$ cat src/hw/tic_pkg.sv
package tic_pkg;

  // register word indices; the byte address is four times the index
  localparam logic [3:0] IDX_INT = 4'hD;
  localparam logic [3:0] IDX_CTRL_A = 4'hE;
  localparam logic [3:0] IDX_CTRL_B = 4'hF;
  localparam logic [7:0] ADDR_INT = {2'h0, IDX_INT, 2'h0};
  localparam logic [7:0] ADDR_CTRL_A = {2'h0, IDX_CTRL_A, 2'h0};
  localparam logic [7:0] ADDR_CTRL_B = {2'h0, IDX_CTRL_B, 2'h0};
  localparam logic [7:0] ADDR_EVT_STAT = 8'h40;
  localparam logic [7:0] ADDR_EVT_MASK = 8'h44;

  // timer control field positions, shared by both timers except BIT_SERIAL and BIT_MAINS (a only) and BIT_ALARM (b only); b's source spans bits 6:5
  localparam int BIT_START = 0;
  localparam int BIT_PORT_PIN = 1;
  localparam int BIT_TOGGLE = 2;
  localparam int BIT_ONE_SHOT = 3;
  localparam int BIT_LOAD = 4;
  localparam int BIT_SRC = 5;
  localparam int BIT_SERIAL = 6;
  localparam int BIT_MAINS = 7;
  localparam int BIT_ALARM = 7;

  // interrupt data / mask layout
  localparam int INT_SRC_W = 5;
  localparam int BIT_SUMMARY = 7;
  localparam int BIT_SET_CLEAR = 7;

  // event status layout (sticky, write one to clear)
  localparam int EVT_W = 3;
  localparam int EVT_TA_STOP = 0;
  localparam int EVT_TB_STOP = 1;
  localparam int EVT_REQUEST = 2;

  // timer b count source codes
  localparam logic [1:0] SRC_PHI2 = 2'h0;
  localparam logic [1:0] SRC_COUNT_PIN = 2'h1;

  // reset values
  localparam logic [7:0] RST_CTRL = 8'h00;
  localparam logic [INT_SRC_W-1:0] RST_INT = 5'h00;
  localparam logic [EVT_W-1:0] RST_EVT = 3'h0;

  // axi responses
  localparam logic [1:0] RESP_OKAY = 2'h0;
  localparam logic [1:0] RESP_SLVERR = 2'h2;

  typedef struct packed {
    logic start;
    logic port_pin;
    logic toggle;
    logic one_shot;
    logic load;
    logic tick;
    logic level;
  } tic_tmr_s;

  typedef enum logic [1:0] {
    WR_IDLE = 2'b00,
    WR_HAVE_A = 2'b01,
    WR_HAVE_D = 2'b10,
    WR_RESP = 2'b11
  } tic_wr_e;

endpackage

$ cat src/hw/tic_timer_interrupt_control.sv
// Added by the designer: the AXI4-Lite interface to the registers.
`timescale 1ns/1ps
module tic_timer_interrupt_control
  import tic_pkg::*;
#(
  parameter int ADDR_W = 8
) (
  // clock and reset
  input wire logic I_CLK_SYS,
  input wire logic I_NRST,
  // axi4-lite write address and data
  input wire logic [ADDR_W-1:0] I_AWADDR,
  input wire logic I_AWVALID,
  output logic O_AWREADY,
  input wire logic [31:0] I_WDATA,
  input wire logic [3:0] I_WSTRB,
  input wire logic I_WVALID,
  output logic O_WREADY,
  // axi4-lite write response
  output logic [1:0] O_BRESP,
  output logic O_BVALID,
  input wire logic I_BREADY,
  // axi4-lite read
  input wire logic [ADDR_W-1:0] I_ARADDR,
  input wire logic I_ARVALID,
  output logic O_ARREADY,
  output logic [31:0] O_RDATA,
  output logic [1:0] O_RRESP,
  output logic O_RVALID,
  input wire logic I_RREADY,
  // timer datapath and pins
  input wire logic I_TA_UNDERFLOW,
  input wire logic I_TB_UNDERFLOW,
  input wire logic I_COUNT_PIN,
  input wire logic I_PB6_PORT,
  input wire logic I_PB7_PORT,
  output tic_tmr_s O_TA_CTRL,
  output tic_tmr_s O_TB_CTRL,
  output logic O_PORT_B_PIN_SIX,
  output logic O_PORT_B_PIN_SEVEN,
  // mode outputs: count sources, serial port and time of day
  output logic O_TA_COUNT_SRC,
  output logic O_SERIAL_DIR_OUT,
  output logic O_MAINS_50HZ,
  output logic [1:0] O_TB_COUNT_SRC,
  output logic O_TOD_WRITE_ALARM,
  // interrupt sources, one-cycle pulses
  input wire logic I_ALARM_EVT,
  input wire logic I_SERIAL_EVT,
  input wire logic I_FLAG_EVT,
  // interrupt outputs
  output logic O_IRQ_N,
  output logic O_IRQ
);

  // aligned byte address: the low two address bits cleared
  function automatic logic [7:0] word_addr(input logic [ADDR_W-1:0] a);
    logic [7:0] w;
    w = 8'h00;
    w[7:2] = a[7:2];
    return w;
  endfunction

  // write channel state
  tic_wr_e wr_st_ff, nxt_wr_st;
  logic [7:0] waddr_ff, nxt_waddr;
  logic [7:0] wdata_ff, nxt_wdata;
  logic wstrb_ff, nxt_wstrb;
  logic awready_ff, nxt_awready;
  logic wready_ff, nxt_wready;
  logic bvalid_ff, nxt_bvalid;
  logic [1:0] bresp_ff, nxt_bresp;
  logic do_wr;

  // read channel state
  logic arready_ff, nxt_arready;
  logic rvalid_ff, nxt_rvalid;
  logic [31:0] rdata_ff, nxt_rdata;
  logic [1:0] rresp_ff, nxt_rresp;
  logic do_rd;
  logic [7:0] raddr;

  // upper control bits held here
  logic ta_src_ff, nxt_ta_src;
  logic serial_ff, nxt_serial;
  logic mains_ff, nxt_mains;
  logic [1:0] tb_src_ff, nxt_tb_src;
  logic alarm_ff, nxt_alarm;

  // interrupt state
  logic [INT_SRC_W-1:0] flags_ff, nxt_flags;
  logic [INT_SRC_W-1:0] mask_ff, nxt_mask;
  logic irq_n_ff, nxt_irq_n;
  logic [EVT_W-1:0] evt_ff, nxt_evt;
  logic [EVT_W-1:0] evt_mask_ff, nxt_evt_mask;
  logic irq_ff, nxt_irq;
  logic [INT_SRC_W-1:0] sources;
  logic summary;

  // count pin edge detection and source selection
  logic cnt_q_ff;
  logic cnt_rise;
  logic ta_tick_src;
  logic tb_tick_src;
  logic wr_ctrl_a;
  logic wr_ctrl_b;
  logic ta_stop_evt;
  logic tb_stop_evt;

  assign do_wr = (wr_st_ff == WR_RESP) && !bvalid_ff;
  assign do_rd = I_ARVALID && arready_ff;
  assign raddr = word_addr(I_ARADDR);
  assign wr_ctrl_a = do_wr && wstrb_ff && (waddr_ff == ADDR_CTRL_A);
  assign wr_ctrl_b = do_wr && wstrb_ff && (waddr_ff == ADDR_CTRL_B);
  assign cnt_rise = I_COUNT_PIN && !cnt_q_ff;

  // timer a: clock pulses or count pin rising edges
  assign ta_tick_src = ta_src_ff ? cnt_rise : 1'b1;
  // timer b: clock, count pin, or timer a underflow (both upper codes)
  always_comb begin
    case (tb_src_ff)
      SRC_PHI2: tb_tick_src = 1'b1;
      SRC_COUNT_PIN: tb_tick_src = cnt_rise;
      default: tb_tick_src = I_TA_UNDERFLOW;
    endcase
  end

  // write channel: address and data taken in either order, then answered
  always_comb begin
    nxt_wr_st = wr_st_ff;
    nxt_waddr = waddr_ff;
    nxt_wdata = wdata_ff;
    nxt_wstrb = wstrb_ff;
    nxt_bvalid = bvalid_ff;
    nxt_bresp = bresp_ff;
    if (I_AWVALID && awready_ff) begin
      nxt_waddr = word_addr(I_AWADDR);
    end
    if (I_WVALID && wready_ff) begin
      nxt_wdata = I_WDATA[7:0];
      nxt_wstrb = I_WSTRB[0];
    end
    case (wr_st_ff)
      WR_IDLE: begin
        if (I_AWVALID && awready_ff && I_WVALID && wready_ff) begin
          nxt_wr_st = WR_RESP;
        end else if (I_AWVALID && awready_ff) begin
          nxt_wr_st = WR_HAVE_A;
        end else if (I_WVALID && wready_ff) begin
          nxt_wr_st = WR_HAVE_D;
        end
      end
      WR_HAVE_A: begin
        if (I_WVALID && wready_ff) begin
          nxt_wr_st = WR_RESP;
        end
      end
      WR_HAVE_D: begin
        if (I_AWVALID && awready_ff) begin
          nxt_wr_st = WR_RESP;
        end
      end
      WR_RESP: begin
        if (do_wr) begin
          nxt_bvalid = 1'b1;
          case (waddr_ff)
            ADDR_INT, ADDR_CTRL_A, ADDR_CTRL_B,
            ADDR_EVT_STAT, ADDR_EVT_MASK: nxt_bresp = RESP_OKAY;
            default: nxt_bresp = RESP_SLVERR;
          endcase
        end else if (bvalid_ff && I_BREADY) begin
          nxt_bvalid = 1'b0;
          nxt_wr_st = WR_IDLE;
        end
      end
      default: nxt_wr_st = WR_IDLE;
    endcase
    // readies follow the next state so they are plain flip-flops
    nxt_awready = (nxt_wr_st == WR_IDLE) || (nxt_wr_st == WR_HAVE_D);
    nxt_wready = (nxt_wr_st == WR_IDLE) || (nxt_wr_st == WR_HAVE_A);
  end

  always_ff @(posedge I_CLK_SYS) begin
    if (!I_NRST) begin
      wr_st_ff <= WR_IDLE;
      waddr_ff <= 8'h00;
      wdata_ff <= 8'h00;
      wstrb_ff <= 1'b0;
      awready_ff <= 1'b0;
      wready_ff <= 1'b0;
      bvalid_ff <= 1'b0;
      bresp_ff <= RESP_OKAY;
    end else begin
      wr_st_ff <= nxt_wr_st;
      waddr_ff <= nxt_waddr;
      wdata_ff <= nxt_wdata;
      wstrb_ff <= nxt_wstrb;
      awready_ff <= nxt_awready;
      wready_ff <= nxt_wready;
      bvalid_ff <= nxt_bvalid;
      bresp_ff <= nxt_bresp;
    end
  end

  // read channel: one cycle to the answer, one read outstanding
  always_comb begin
    nxt_rvalid = rvalid_ff;
    nxt_rdata = rdata_ff;
    nxt_rresp = rresp_ff;
    if (do_rd) begin
      nxt_rvalid = 1'b1;
      nxt_rresp = RESP_OKAY;
      case (raddr)
        // the mask is write-only; this address reads the flags
        ADDR_INT: nxt_rdata = {24'h000000, summary, 2'h0, flags_ff};
        ADDR_CTRL_A: nxt_rdata = {24'h000000, mains_ff, serial_ff,
          ta_src_ff, 1'b0, O_TA_CTRL.one_shot, O_TA_CTRL.toggle,
          O_TA_CTRL.port_pin, O_TA_CTRL.start};
        ADDR_CTRL_B: nxt_rdata = {24'h000000, alarm_ff, tb_src_ff,
          1'b0, O_TB_CTRL.one_shot, O_TB_CTRL.toggle,
          O_TB_CTRL.port_pin, O_TB_CTRL.start};
        ADDR_EVT_STAT: nxt_rdata = {29'h00000000, evt_ff};
        ADDR_EVT_MASK: nxt_rdata = {29'h00000000, evt_mask_ff};
        default: begin
          nxt_rdata = 32'h00000000;
          nxt_rresp = RESP_SLVERR;
        end
      endcase
    end else if (rvalid_ff && I_RREADY) begin
      nxt_rvalid = 1'b0;
    end
    nxt_arready = !nxt_rvalid;
  end

  always_ff @(posedge I_CLK_SYS) begin
    if (!I_NRST) begin
      arready_ff <= 1'b0;
      rvalid_ff <= 1'b0;
      rdata_ff <= 32'h00000000;
      rresp_ff <= RESP_OKAY;
    end else begin
      arready_ff <= nxt_arready;
      rvalid_ff <= nxt_rvalid;
      rdata_ff <= nxt_rdata;
      rresp_ff <= nxt_rresp;
    end
  end

  // upper control bits of both timers
  always_comb begin
    nxt_ta_src = ta_src_ff;
    nxt_serial = serial_ff;
    nxt_mains = mains_ff;
    nxt_tb_src = tb_src_ff;
    nxt_alarm = alarm_ff;
    if (wr_ctrl_a) begin
      nxt_ta_src = wdata_ff[BIT_SRC];
      nxt_serial = wdata_ff[BIT_SERIAL];
      nxt_mains = wdata_ff[BIT_MAINS];
    end
    if (wr_ctrl_b) begin
      nxt_tb_src = wdata_ff[BIT_SERIAL:BIT_SRC];
      nxt_alarm = wdata_ff[BIT_ALARM];
    end
  end

  always_ff @(posedge I_CLK_SYS) begin
    if (!I_NRST) begin
      ta_src_ff <= RST_CTRL[BIT_SRC];
      serial_ff <= RST_CTRL[BIT_SERIAL];
      mains_ff <= RST_CTRL[BIT_MAINS];
      tb_src_ff <= RST_CTRL[BIT_SERIAL:BIT_SRC];
      alarm_ff <= RST_CTRL[BIT_ALARM];
      cnt_q_ff <= 1'b1; // pin idles high, so no false edge at release
    end else begin
      ta_src_ff <= nxt_ta_src;
      serial_ff <= nxt_serial;
      mains_ff <= nxt_mains;
      tb_src_ff <= nxt_tb_src;
      alarm_ff <= nxt_alarm;
      cnt_q_ff <= I_COUNT_PIN;
    end
  end

  // one unit per timer for the low five control bits
  tic_timer_unit u_timer_a (
    .i_clk(I_CLK_SYS),
    .i_nrst(I_NRST),
    .i_wr(wr_ctrl_a),
    .i_wdata(wdata_ff[4:0]),
    .i_underflow(I_TA_UNDERFLOW),
    .i_src_tick(ta_tick_src),
    .i_port_normal(I_PB6_PORT),
    .o_ctl(O_TA_CTRL),
    .o_pin(O_PORT_B_PIN_SIX),
    .o_stop_evt(ta_stop_evt)
  );

  tic_timer_unit u_timer_b (
    .i_clk(I_CLK_SYS),
    .i_nrst(I_NRST),
    .i_wr(wr_ctrl_b),
    .i_wdata(wdata_ff[4:0]),
    .i_underflow(I_TB_UNDERFLOW),
    .i_src_tick(tb_tick_src),
    .i_port_normal(I_PB7_PORT),
    .o_ctl(O_TB_CTRL),
    .o_pin(O_PORT_B_PIN_SEVEN),
    .o_stop_evt(tb_stop_evt)
  );

  assign sources = {I_FLAG_EVT, I_SERIAL_EVT, I_ALARM_EVT,
    I_TB_UNDERFLOW, I_TA_UNDERFLOW};
  assign summary = |(flags_ff & mask_ff);

  // interrupt flags, mask and request; a new event beats the read clear
  always_comb begin
    nxt_flags = flags_ff;
    nxt_mask = mask_ff;
    nxt_evt = evt_ff;
    nxt_evt_mask = evt_mask_ff;
    if (do_rd && (raddr == ADDR_INT)) begin
      nxt_flags = RST_INT;
    end
    nxt_flags = nxt_flags | sources;
    if (do_wr && wstrb_ff && (waddr_ff == ADDR_INT)) begin
      if (wdata_ff[BIT_SET_CLEAR]) begin
        nxt_mask = mask_ff | wdata_ff[INT_SRC_W-1:0];
      end else begin
        nxt_mask = mask_ff & ~wdata_ff[INT_SRC_W-1:0];
      end
    end
    if (do_wr && wstrb_ff && (waddr_ff == ADDR_EVT_STAT)) begin
      nxt_evt = evt_ff & ~wdata_ff[EVT_W-1:0];
    end
    if (do_wr && wstrb_ff && (waddr_ff == ADDR_EVT_MASK)) begin
      nxt_evt_mask = wdata_ff[EVT_W-1:0];
    end
    // request line low while any unmasked flag stands
    nxt_irq_n = !(|(nxt_flags & nxt_mask));
    // sticky events set after the clear so the set wins
    nxt_evt[EVT_TA_STOP] = nxt_evt[EVT_TA_STOP] | ta_stop_evt;
    nxt_evt[EVT_TB_STOP] = nxt_evt[EVT_TB_STOP] | tb_stop_evt;
    nxt_evt[EVT_REQUEST] = nxt_evt[EVT_REQUEST] | (irq_n_ff & !nxt_irq_n);
    nxt_irq = |(nxt_evt & nxt_evt_mask);
  end

  always_ff @(posedge I_CLK_SYS) begin
    if (!I_NRST) begin
      flags_ff <= RST_INT;
      mask_ff <= RST_INT;
      irq_n_ff <= 1'b1;
      evt_ff <= RST_EVT;
      evt_mask_ff <= RST_EVT;
      irq_ff <= 1'b0;
    end else begin
      flags_ff <= nxt_flags;
      mask_ff <= nxt_mask;
      irq_n_ff <= nxt_irq_n;
      evt_ff <= nxt_evt;
      evt_mask_ff <= nxt_evt_mask;
      irq_ff <= nxt_irq;
    end
  end

  // port hookup, every one from a flip-flop
  assign O_AWREADY = awready_ff;
  assign O_WREADY = wready_ff;
  assign O_BVALID = bvalid_ff;
  assign O_BRESP = bresp_ff;
  assign O_ARREADY = arready_ff;
  assign O_RVALID = rvalid_ff;
  assign O_RDATA = rdata_ff;
  assign O_RRESP = rresp_ff;
  assign O_TA_COUNT_SRC = ta_src_ff;
  assign O_SERIAL_DIR_OUT = serial_ff;
  assign O_MAINS_50HZ = mains_ff;
  assign O_TB_COUNT_SRC = tb_src_ff;
  assign O_TOD_WRITE_ALARM = alarm_ff;
  assign O_IRQ_N = irq_n_ff;
  assign O_IRQ = irq_ff;

endmodule

$ cat src/hw/tic_timer_unit.sv
`timescale 1ns/1ps
module tic_timer_unit
  import tic_pkg::*;
(
  // clock and reset
  input wire logic i_clk,
  input wire logic i_nrst,
  // register write
  input wire logic i_wr,
  input wire logic [4:0] i_wdata,
  // timer datapath
  input wire logic i_underflow,
  input wire logic i_src_tick,
  input wire logic i_port_normal,
  // outputs
  output tic_tmr_s o_ctl,
  output logic o_pin,
  output logic o_stop_evt
);

  tic_tmr_s ctl_ff, nxt_ctl;
  logic pin_ff, nxt_pin;
  logic stop_ff, nxt_stop;

  // control bits, strobes and timer output shaping
  always_comb begin
    nxt_ctl = ctl_ff;
    nxt_stop = 1'b0;
    nxt_ctl.load = 1'b0;
    // one-shot underflow stops the timer; a write in the same cycle wins
    if (i_underflow && ctl_ff.one_shot && ctl_ff.start) begin
      nxt_ctl.start = 1'b0;
      nxt_stop = 1'b1;
    end
    if (i_wr) begin
      nxt_ctl.start = i_wdata[BIT_START];
      nxt_ctl.port_pin = i_wdata[BIT_PORT_PIN];
      nxt_ctl.toggle = i_wdata[BIT_TOGGLE];
      nxt_ctl.one_shot = i_wdata[BIT_ONE_SHOT];
      nxt_ctl.load = i_wdata[BIT_LOAD];
    end
    // count enable only while running, from the selected source
    nxt_ctl.tick = nxt_ctl.start & i_src_tick;
    // toggle flips per underflow, pulse style copies the underflow
    if (ctl_ff.toggle) begin
      nxt_ctl.level = ctl_ff.level ^ i_underflow;
    end else begin
      nxt_ctl.level = i_underflow;
    end
    nxt_pin = ctl_ff.port_pin ? ctl_ff.level : i_port_normal;
  end

  // registers; pin mux costs one cycle so the pin is glitch free
  always_ff @(posedge i_clk) begin
    if (!i_nrst) begin
      ctl_ff <= '0;
      pin_ff <= 1'b0;
      stop_ff <= 1'b0;
    end else begin
      ctl_ff <= nxt_ctl;
      pin_ff <= nxt_pin;
      stop_ff <= nxt_stop;
    end
  end

  assign o_ctl = ctl_ff;
  assign o_pin = pin_ff;
  assign o_stop_evt = stop_ff;

endmodule
$ cat config.mk
export PLATFORM = sky130hd
export DESIGN_NAME = tic_timer_interrupt_control
export DESIGN_NICKNAME = d
export VERILOG_FILES = /design/src/hw/tic_pkg.sv /design/src/hw/tic_timer_interrupt_control.sv /design/src/hw/tic_timer_unit.sv
export SDC_FILE = /design/constraint.sdc
export NUM_CORES = 1
export LEC_CHECK = 0
export BUFFER_PORTS_ARGS = -buffer_cell sky130_fd_sc_hd__clkbuf_2
export CORE_MARGIN = 1
export CORE_UTILIZATION = 43
export DETAILED_ROUTE_END_ITERATION = 10
export GPL_TIMING_DRIVEN = 0
export HOLD_SLACK_MARGIN = 0.05
export PLACE_DENSITY = 0.75
export SLEW_MARGIN = 10
export SYNTH_ARGS = -nofsm -noshare
export SYNTH_HDL_FRONTEND = slang
export SYNTH_HIERARCHICAL = 1
export SYNTH_SLANG_ARGS = --single-unit
$ cat constraint.sdc
create_clock -name I_CLK_SYS -period 1.9 [get_ports I_CLK_SYS]
set_input_delay 0.285 -clock I_CLK_SYS [delete_from_list [all_inputs] [get_ports I_CLK_SYS]]
set_output_delay 0.285 -clock I_CLK_SYS [all_outputs]
set_load 0.005 [all_outputs]
==> flow_metrics.env, run 1 <==
export IMPL_outcome="finished, violations left"
export IMPL_violations="negative setup slack"
export IMPL_ant_nets=0
export IMPL_antenna_found_initial=0
export IMPL_hold_viol=0
export IMPL_synth_cell_types=43
export IMPL_fmax_ghz=0.503
export IMPL_first_pass_iters=4
export IMPL_gp_congestion=0.824
export IMPL_design_area_um2=4110
export IMPL_synthFlopType="dfxtp_1"
export IMPL_synth_area_top_cells="dfxtp_1 (47%), mux2i_1 (10%), nand2_1 (6.2%), buf_4 (6.1%), nor2_1 (4.9%)"
export IMPL_synthCells=359
export IMPL_drt_iter0_markers=135
export IMPL_netlist_top_cell_by_area="dfxtp_1"
export IMPL_synth_top_cell_area_share_pct=46.7
export IMPL_slew_limit_headroom_pct=46.3
export IMPL_cts_tree="done"
export IMPL_dieArea_um2=7830
export IMPL_grt_overflow_total=0
export IMPL_synth_seq_cells=75
export IMPL_synthArstFlopShare_pct=0
export IMPL_ctsHoldBuffers=0
export IMPL_worstMarginPinSlew_ps=806
export IMPL_rows=31
export IMPL_dieHeight_um=88.5
export IMPL_report_power_total_w=0.00314
export IMPL_drv_cap=0
export IMPL_grt_max_degree=27
export IMPL_cts_buffers_inserted=9
export IMPL_die_width_um=88.5
export IMPL_avgSynthCellArea_um2=8.95
export IMPL_num_nets_final=545
export IMPL_ys_seq_area_share_pct=46.7
export IMPL_power_per_cell_area_nw_per_um2=764
export IMPL_cts_max_path_buffers=2
export IMPL_finalSetupViolCount=2
export IMPL_diodes=0
export IMPL_dpl_hpwl_mm=5.69
export IMPL_dpl_worst_slack_ps=-270
export IMPL_clock_sinks=75
export IMPL_wirelength_mm=7.78
export IMPL_hold_class="input port to flop"
export IMPL_drc=0
export IMPL_met1_usage_pct=26.8
export IMPL_initial_core_util_pct=44.3
export IMPL_clock_latency_ps=360
export IMPL_setup_ws_ps=-87.9
export IMPL_rsz0062_at_grt="true"
export IMPL_via_count=2824
export IMPL_placed_cell_area_um2=3800
export IMPL_port_buffers=74
export IMPL_grt_pass1_vias=2539
export IMPL_syn_area_um2=3210
export IMPL_endpoint_kind="flop"
export IMPL_core_area_um2=7250
export IMPL_path_clk_slew_ps=80
export IMPL_p_leak_nw=1.84
export IMPL_required_ps=2140
export IMPL_pin_count=132
export IMPL_multi_input_area_um2=1540
export IMPL_fill_cells=681
export IMPL_met2_usage_pct=33.6
export IMPL_h_tree_depth=3
export IMPL_cp_max_fo=8
export IMPL_final_layout_size_suffix_gt1_share_pct=32.5
export IMPL_cts_root_buffer="clkbuf_8"
export IMPL_peakVddDrop_v=0.000334
export IMPL_busiest_layer="met2"
export IMPL_min_period_ps=1990
export IMPL_synthToLayoutAreaGrowth_pct=27.7
export IMPL_ys_warn_count=6
export IMPL_viasPerCell=4.85
export IMPL_worstPathArrival_ps=2230
export IMPL_grt_pass1_wl_mm=12.0
export IMPL_seq_area_um2=1510
export IMPL_synth_edf_count=0
export IMPL_grtUsageTotal_pct=20.9
export IMPL_slew_viol_final=0
export IMPL_skew_ps=6.95
export IMPL_worstSetupPathType="flop to flop"
export IMPL_post_route_period_util_pct=105
export IMPL_detail_route_wl_per_cell_um=13.4
export IMPL_gr_usage_met3_pct=5.88
export IMPL_setup_worst_path_start_class="flop"
[path summary, 6_finish.rpt]
| path | depth (start not counted) | slack, ps | startpoint | endpoint |
|---|---|---|---|---|
| max | 8 | -90 | O_ARREADY | O_IRQ |
| min | 3 | 140 | I_AWADDR[5] | waddr_ff[5] |
| max reg2reg | 8 | -90 | O_ARREADY | O_IRQ |
| min reg2reg | 2 | 460 | O_RRESP[1] | O_RRESP[1] |
[what timing repair did]
| action | 4_1_cts | 5_1_grt |
|---|---|---|
| gates cloned | 0 | 0 |
| pin swaps | 7 | 0 |
| setup buffers | 7 | 2 |
| setup endpoints to repair | 2 | 2 |
| resized for setup | 12 | 4 |
[cell usage after synthesis (2+ instances only)]
cell      instances
dfxtp_1          75
xnor2_1           2
mux2i_1          32
a211oi_1          5
a22oi_2           2
nor2_1           42
buf_4            26
o22ai_1           5
a21oi_1          28
nand4_1           7
nand3_1           5
and2_1            6
o21ai_0           5
buf_6             4
and3_2            3
inv_1             3
nand2_1          53
and4bb_2          2
nor3_1            8
buf_1             2
nor2b_1          10
clkbuf_1          8
nand2b_1          4
nor2b_4           2
nand4b_1          2
[cell type report]
cell class / count / area share (%)
multi-input cells: 264 / 37.4
flip-flops and latches: 75 / 36.9
repair buffers: 83 / 10.7
plain buffers: 41 / 6.95
clock buffers: 9 / 3.02
well taps: 99 / 3.02
clock inverters: 7 / 1.68
inverters: 4 / 0.366
[placed cells by master (no fill, tap or decap), drive strengths merged, types with 2 or more instances in the layout]
| cell | Yosys | layout |
|---|---|---|
| nand4 | 7 | 7 |
| nand2 | 53 | 53 |
| inv | 3 | 3 |
| clkinv | 1 | 5 |
| nand3 | 5 | 5 |
| conb | 1 | 26 |
| clkbuf | 8 | 91 |
| nand2b | 4 | 4 |
| o22ai | 5 | 5 |
| a21oi | 28 | 28 |
| and2 | 6 | 6 |
| nor2b | 12 | 12 |
| and3 | 4 | 4 |
| a211oi | 5 | 5 |
| o21ai | 5 | 5 |
| and4bb | 2 | 2 |
| clkinvlp | 0 | 2 |
| a22oi | 3 | 3 |
| xnor2 | 2 | 2 |
| nor3 | 8 | 8 |
| mux2i | 32 | 32 |
| dfxtp | 75 | 75 |
| nand4b | 2 | 2 |
| buf | 33 | 42 |
| nor2 | 42 | 42 |
[where the power goes]
part / internal (W) / switching (W) / leakage, nW
registers: 0.00162 / 0.0000398 / 0.615
clock network: 0.000601 / 0.000599 / 0.0950
logic: 0.000131 / 0.000145 / 1.13
total: 0.00235 / 0.000784 / 1.84
[state kept, by name, summed over array words and instances, names as in the netlist, 2 cells and up]
| register | count |
|---|---|
| mask_ff | 5 |
| flags_ff | 5 |
| O_TB_COUNT_SRC | 2 |
| evt_ff | 3 |
| wdata_ff | 8 |
| evt_mask_ff | 3 |
| wr_st_ff | 2 |
| O_RDATA | 8 |
| u_timer_a/o_ctl | 7 |
| u_timer_b/o_ctl | 7 |
| waddr_ff | 6 |
[per-layer routing]
metal	wire length (um)	vias up
met5	0	-
met4	81	0
met3	490	7
met2	3700	94
met1	3500	1310
li1	-	1413
[logic make-up (layout without fill, tap and decap cells)]
kind of cell              count (synthesis)  in the layout  synth area share (%)
AOI/OAI and AO/OA                        51             51                  9.69
and+or+nand+nor                         152            152                  23.4
muxes                                    33             33                  10.3
other                                     1             26                 0.117
DFF                                      75             75                  46.7
xor gates and xnor gates                  2              2                 0.545
buffers and inverters                    45            144                  9.26
[worst max-delay path: stages, from the launching register on]
cell and delay (ps):
dfxtp_1 350, and2_1 130, buf_4 150, nand4b_1 90
buf_4 180, a21oi_1 230, o22ai_2 130, or3_4 350
a311o_1 270
[stage by stage]
stage | TNS [ps] | util (%) | hold WS (ps) | cells
4_1_cts | -84.0 | 56.2 | 136 | 580
2_1_floorplan | 0 | - | 347 | 384
3_3_place_gp | -873 | 52.4 | 442 | 557
5_1_grt | -406 | 56.6 | 145 | 582
3_5_place_dp | -1110 | 52.4 | 452 | 557
6_report | -148 | 56.6 | 143 | 582
Power figures use the tool's default switching activity.
==> inputs of run 2 (changes only) <==
--- a/config.mk
+++ b/config.mk
@@ -5,13 +5,14 @@
 export SDC_FILE = /design/constraint.sdc
 export NUM_CORES = 1
 export LEC_CHECK = 0
+export ABC_AREA = 1
 export BUFFER_PORTS_ARGS = -buffer_cell sky130_fd_sc_hd__clkbuf_2
 export CORE_MARGIN = 1
-export CORE_UTILIZATION = 43
+export CORE_UTILIZATION = 44
 export DETAILED_ROUTE_END_ITERATION = 10
 export GPL_TIMING_DRIVEN = 0
 export HOLD_SLACK_MARGIN = 0.05
-export PLACE_DENSITY = 0.75
+export PLACE_DENSITY = 0.76
 export SLEW_MARGIN = 10
 export SYNTH_ARGS = -nofsm -noshare
 export SYNTH_HDL_FRONTEND = slang
==> run 2 against run 1 <==
  * Critical endpoint unchanged
  * Register-to-register slack better by 270 ps
  * Core utilization up 0.25 points
  * Sequential share of layout area down 0.66 points
  * Highest routed layer unchanged
  * Fmax up 16%
  * The run now ends clean
==> flow_metrics.env, run 2 <==
export IMPL_slew_limit_headroom_pct=66.2
export IMPL_fin_hold_ws_ps=112
export IMPL_dieArea_um2=7950
export IMPL_seq_area_um2=1500
export IMPL_num_nets_final=626
export IMPL_drv_cap=0
export IMPL_die_width_um=89.2
export IMPL_worstSetupPathType="flop to flop"
export IMPL_multi_input_area_um2=1530
export IMPL_dieHeight_um=89.2
export IMPL_ys_warn_count=6
export IMPL_peakVddDrop_v=0.000429
export IMPL_initial_core_util_pct=45.8
export IMPL_rsz0062_at_grt="false"
export IMPL_clock_sinks=75
export IMPL_synth_top_cell_area_share_pct=44.9
export IMPL_core_area_um2=7290
export IMPL_drc=0
export IMPL_path_clk_slew_ps=80
export IMPL_rows=31
export IMPL_mostFrequentLayoutCells="nand2_1 (85), dfxtp_1 (75), clkbuf_2 (74)"
export IMPL_worstPathArrival_ps=1950
export IMPL_synthArstFlopShare_pct=0
export IMPL_cp_max_fo=6
export IMPL_detail_route_wl_per_cell_um=12.3
export IMPL_grt_pass1_wl_mm=12.7
export IMPL_fill_cells=705
export IMPL_diodes=0
export IMPL_synthToLayoutAreaGrowth_pct=24.0
export IMPL_synthFlopType="dfxtp_1"
export IMPL_port_buffers=74
export IMPL_first_pass_iters=5
export IMPL_antenna_found_initial=0
export IMPL_syn_area_um2=3340
export IMPL_wirelength_mm=8.14
export IMPL_skew_ps=8.10
export IMPL_grt_max_degree=20
export IMPL_viasPerCell=4.81
export IMPL_cts_tree="done"
export IMPL_grtUsageTotal_pct=21.2
export IMPL_fmax_ghz=0.583
export IMPL_report_power_total_w=0.00318
export IMPL_synth_area_top_cells="dfxtp_1 (45%), nand2_1 (9.5%), nor2_1 (6.4%), o21ai_0 (6.3%), a21oi_1 (6.1%)"
export IMPL_slew_viol_final=0
export IMPL_outcome="finished, final reports clean"
export IMPL_setup_worst_path_start_class="flop"
export IMPL_fin_tns_setup_ps=0
export IMPL_min_period_ps=1720
export IMPL_dpl_hpwl_mm=6.16
export IMPL_finalSetupViolCount=0
export IMPL_via_count=3186
export IMPL_cts_root_buffer="clkbuf_8"
export IMPL_power_per_cell_area_nw_per_um2=767
export IMPL_final_common_cell="nand2_1"
export IMPL_synthCells=446
export IMPL_synth_cell_types=34
export IMPL_cts_buffers_inserted=9
export IMPL_h_tree_depth=3
export IMPL_drt_iter0_markers=182
export IMPL_ys_seq_area_share_pct=44.9
export IMPL_pin_count=132
export IMPL_ant_nets=0
export IMPL_grt_pass1_vias=2794
export IMPL_post_route_period_util_pct=90.3
export IMPL_required_ps=2130
export IMPL_p_leak_nw=2.02
export IMPL_grt_overflow_total=0
export IMPL_gp_congestion=0.863
export IMPL_yosysMostFrequentCell="nand2_1"
export IMPL_synth_seq_cells=75
export IMPL_endpoint_kind="flop"
export IMPL_hold_viol=0
export IMPL_synth_edf_count=0
export IMPL_synth_common_cells="nand2_1 (85), dfxtp_1 (75), nor2_1 (57)"
export IMPL_hold_class="input port to flop"
export IMPL_clock_latency_ps=350
export IMPL_worstMarginPinSlew_ps=505
export IMPL_final_layout_size_suffix_gt1_share_pct=26.3
export IMPL_netlist_top_cell_by_area="dfxtp_1"
export IMPL_cts_max_path_buffers=2
export IMPL_avgSynthCellArea_um2=7.49
[run 2: cell count changes in the layout (fill, tap and decap cells not counted), sizes merged, moves of 5 or more]
cell	previous run	this run
a21oi	28	43
and2	6	0
buf	42	29
inv	3	47
mux2i	32	0
nand2	53	93
nand3	5	22
nand4	7	2
nor2	42	60
nor2b	12	0
o21ai	5	45
[run 2: cells by family (layout without fill, tap and decap cells)]
family / Yosys count / in the layout / synth area share [%]
AOI/OAI and AO/OA: 101 / 101 / 16.9
buffers and inverters: 82 / 174 / 12.1
DFF: 75 / 75 / 44.9
other: 1 / 26 / 0.112
and+or+nand+nor: 187 / 187 / 25.9
[run 2: final timing paths]
| path | start | endpoint | cells after the start | slack, ps |
|---|---|---|---|---|
| min | I_COUNT_PIN | cnt_q_ff | 3 | 110 |
| max reg2reg | O_ARREADY | O_IRQ | 10 | 180 |
| min reg2reg | u_timer_a/o_stop_evt | evt_ff[0] | 2 | 450 |
| max | O_ARREADY | O_IRQ | 10 | 180 |
[run 2: per-stage QoR]
stage               utilization [%]  area [um^2]  std cells  setup WS [ps]
finish                         56.8         4150        662            184
global route                   56.8         4150        662           6.55
CTS                            56.5         4120        659            160
detailed placement             53.9         3930        644            102
global placement               53.9         3930        644            116
floorplan                         -         3440        471            522
[run 2: critical path: stages (launching register included)]
cell and delay [ps]:
dfxtp_1 330, nand2_1 170, inv_2 150, nand3_1 220
a21o_1 240, nand2_2 80, nand2_2 60, o21bai_2 160
nand2_1 70, nand2_1 60, nand2_1 60
[run 2: final cells by class]
type / instances / area share (%)
well taps: 99 / 2.99
plain buffers: 33 / 5.34
clock inverters: 4 / 1.24
multi-input cells: 314 / 36.9
clock buffers: 11 / 3.41
flip-flops and latches: 75 / 36.2
inverters: 49 / 4.44
repair buffers: 77 / 9.48
[run 2: where the power goes]
part | switching, W | internal [W] | leakage (nW) | total [W]
clock | 0.000580 | 0.000636 | 0.0954 | 0.00122
combinational | 0.000166 | 0.000126 | 1.31 | 0.000292
sequential | 0.0000451 | 0.00163 | 0.612 | 0.00167
total | 0.000790 | 0.00239 | 2.02 | 0.00318
[run 2: metal layers]
layer  wire length [um]  vias to the layer above  GRT usage [%]
li1                   -                     1617              -
met1               3730                     1411           27.7
met2               3660                      142           34.4
met3                606                       16           3.60
met4                145                        0           9.96
met5                  0                        -              0
[run 2: timing repair]
action | CTS | global route
endpoints found under the setup margin | 0 | 1
hold buffers | 0 | 0
buffers inserted | 0 | 3
endpoints found under the hold margin | 0 | 0
resized for setup | 0 | 0
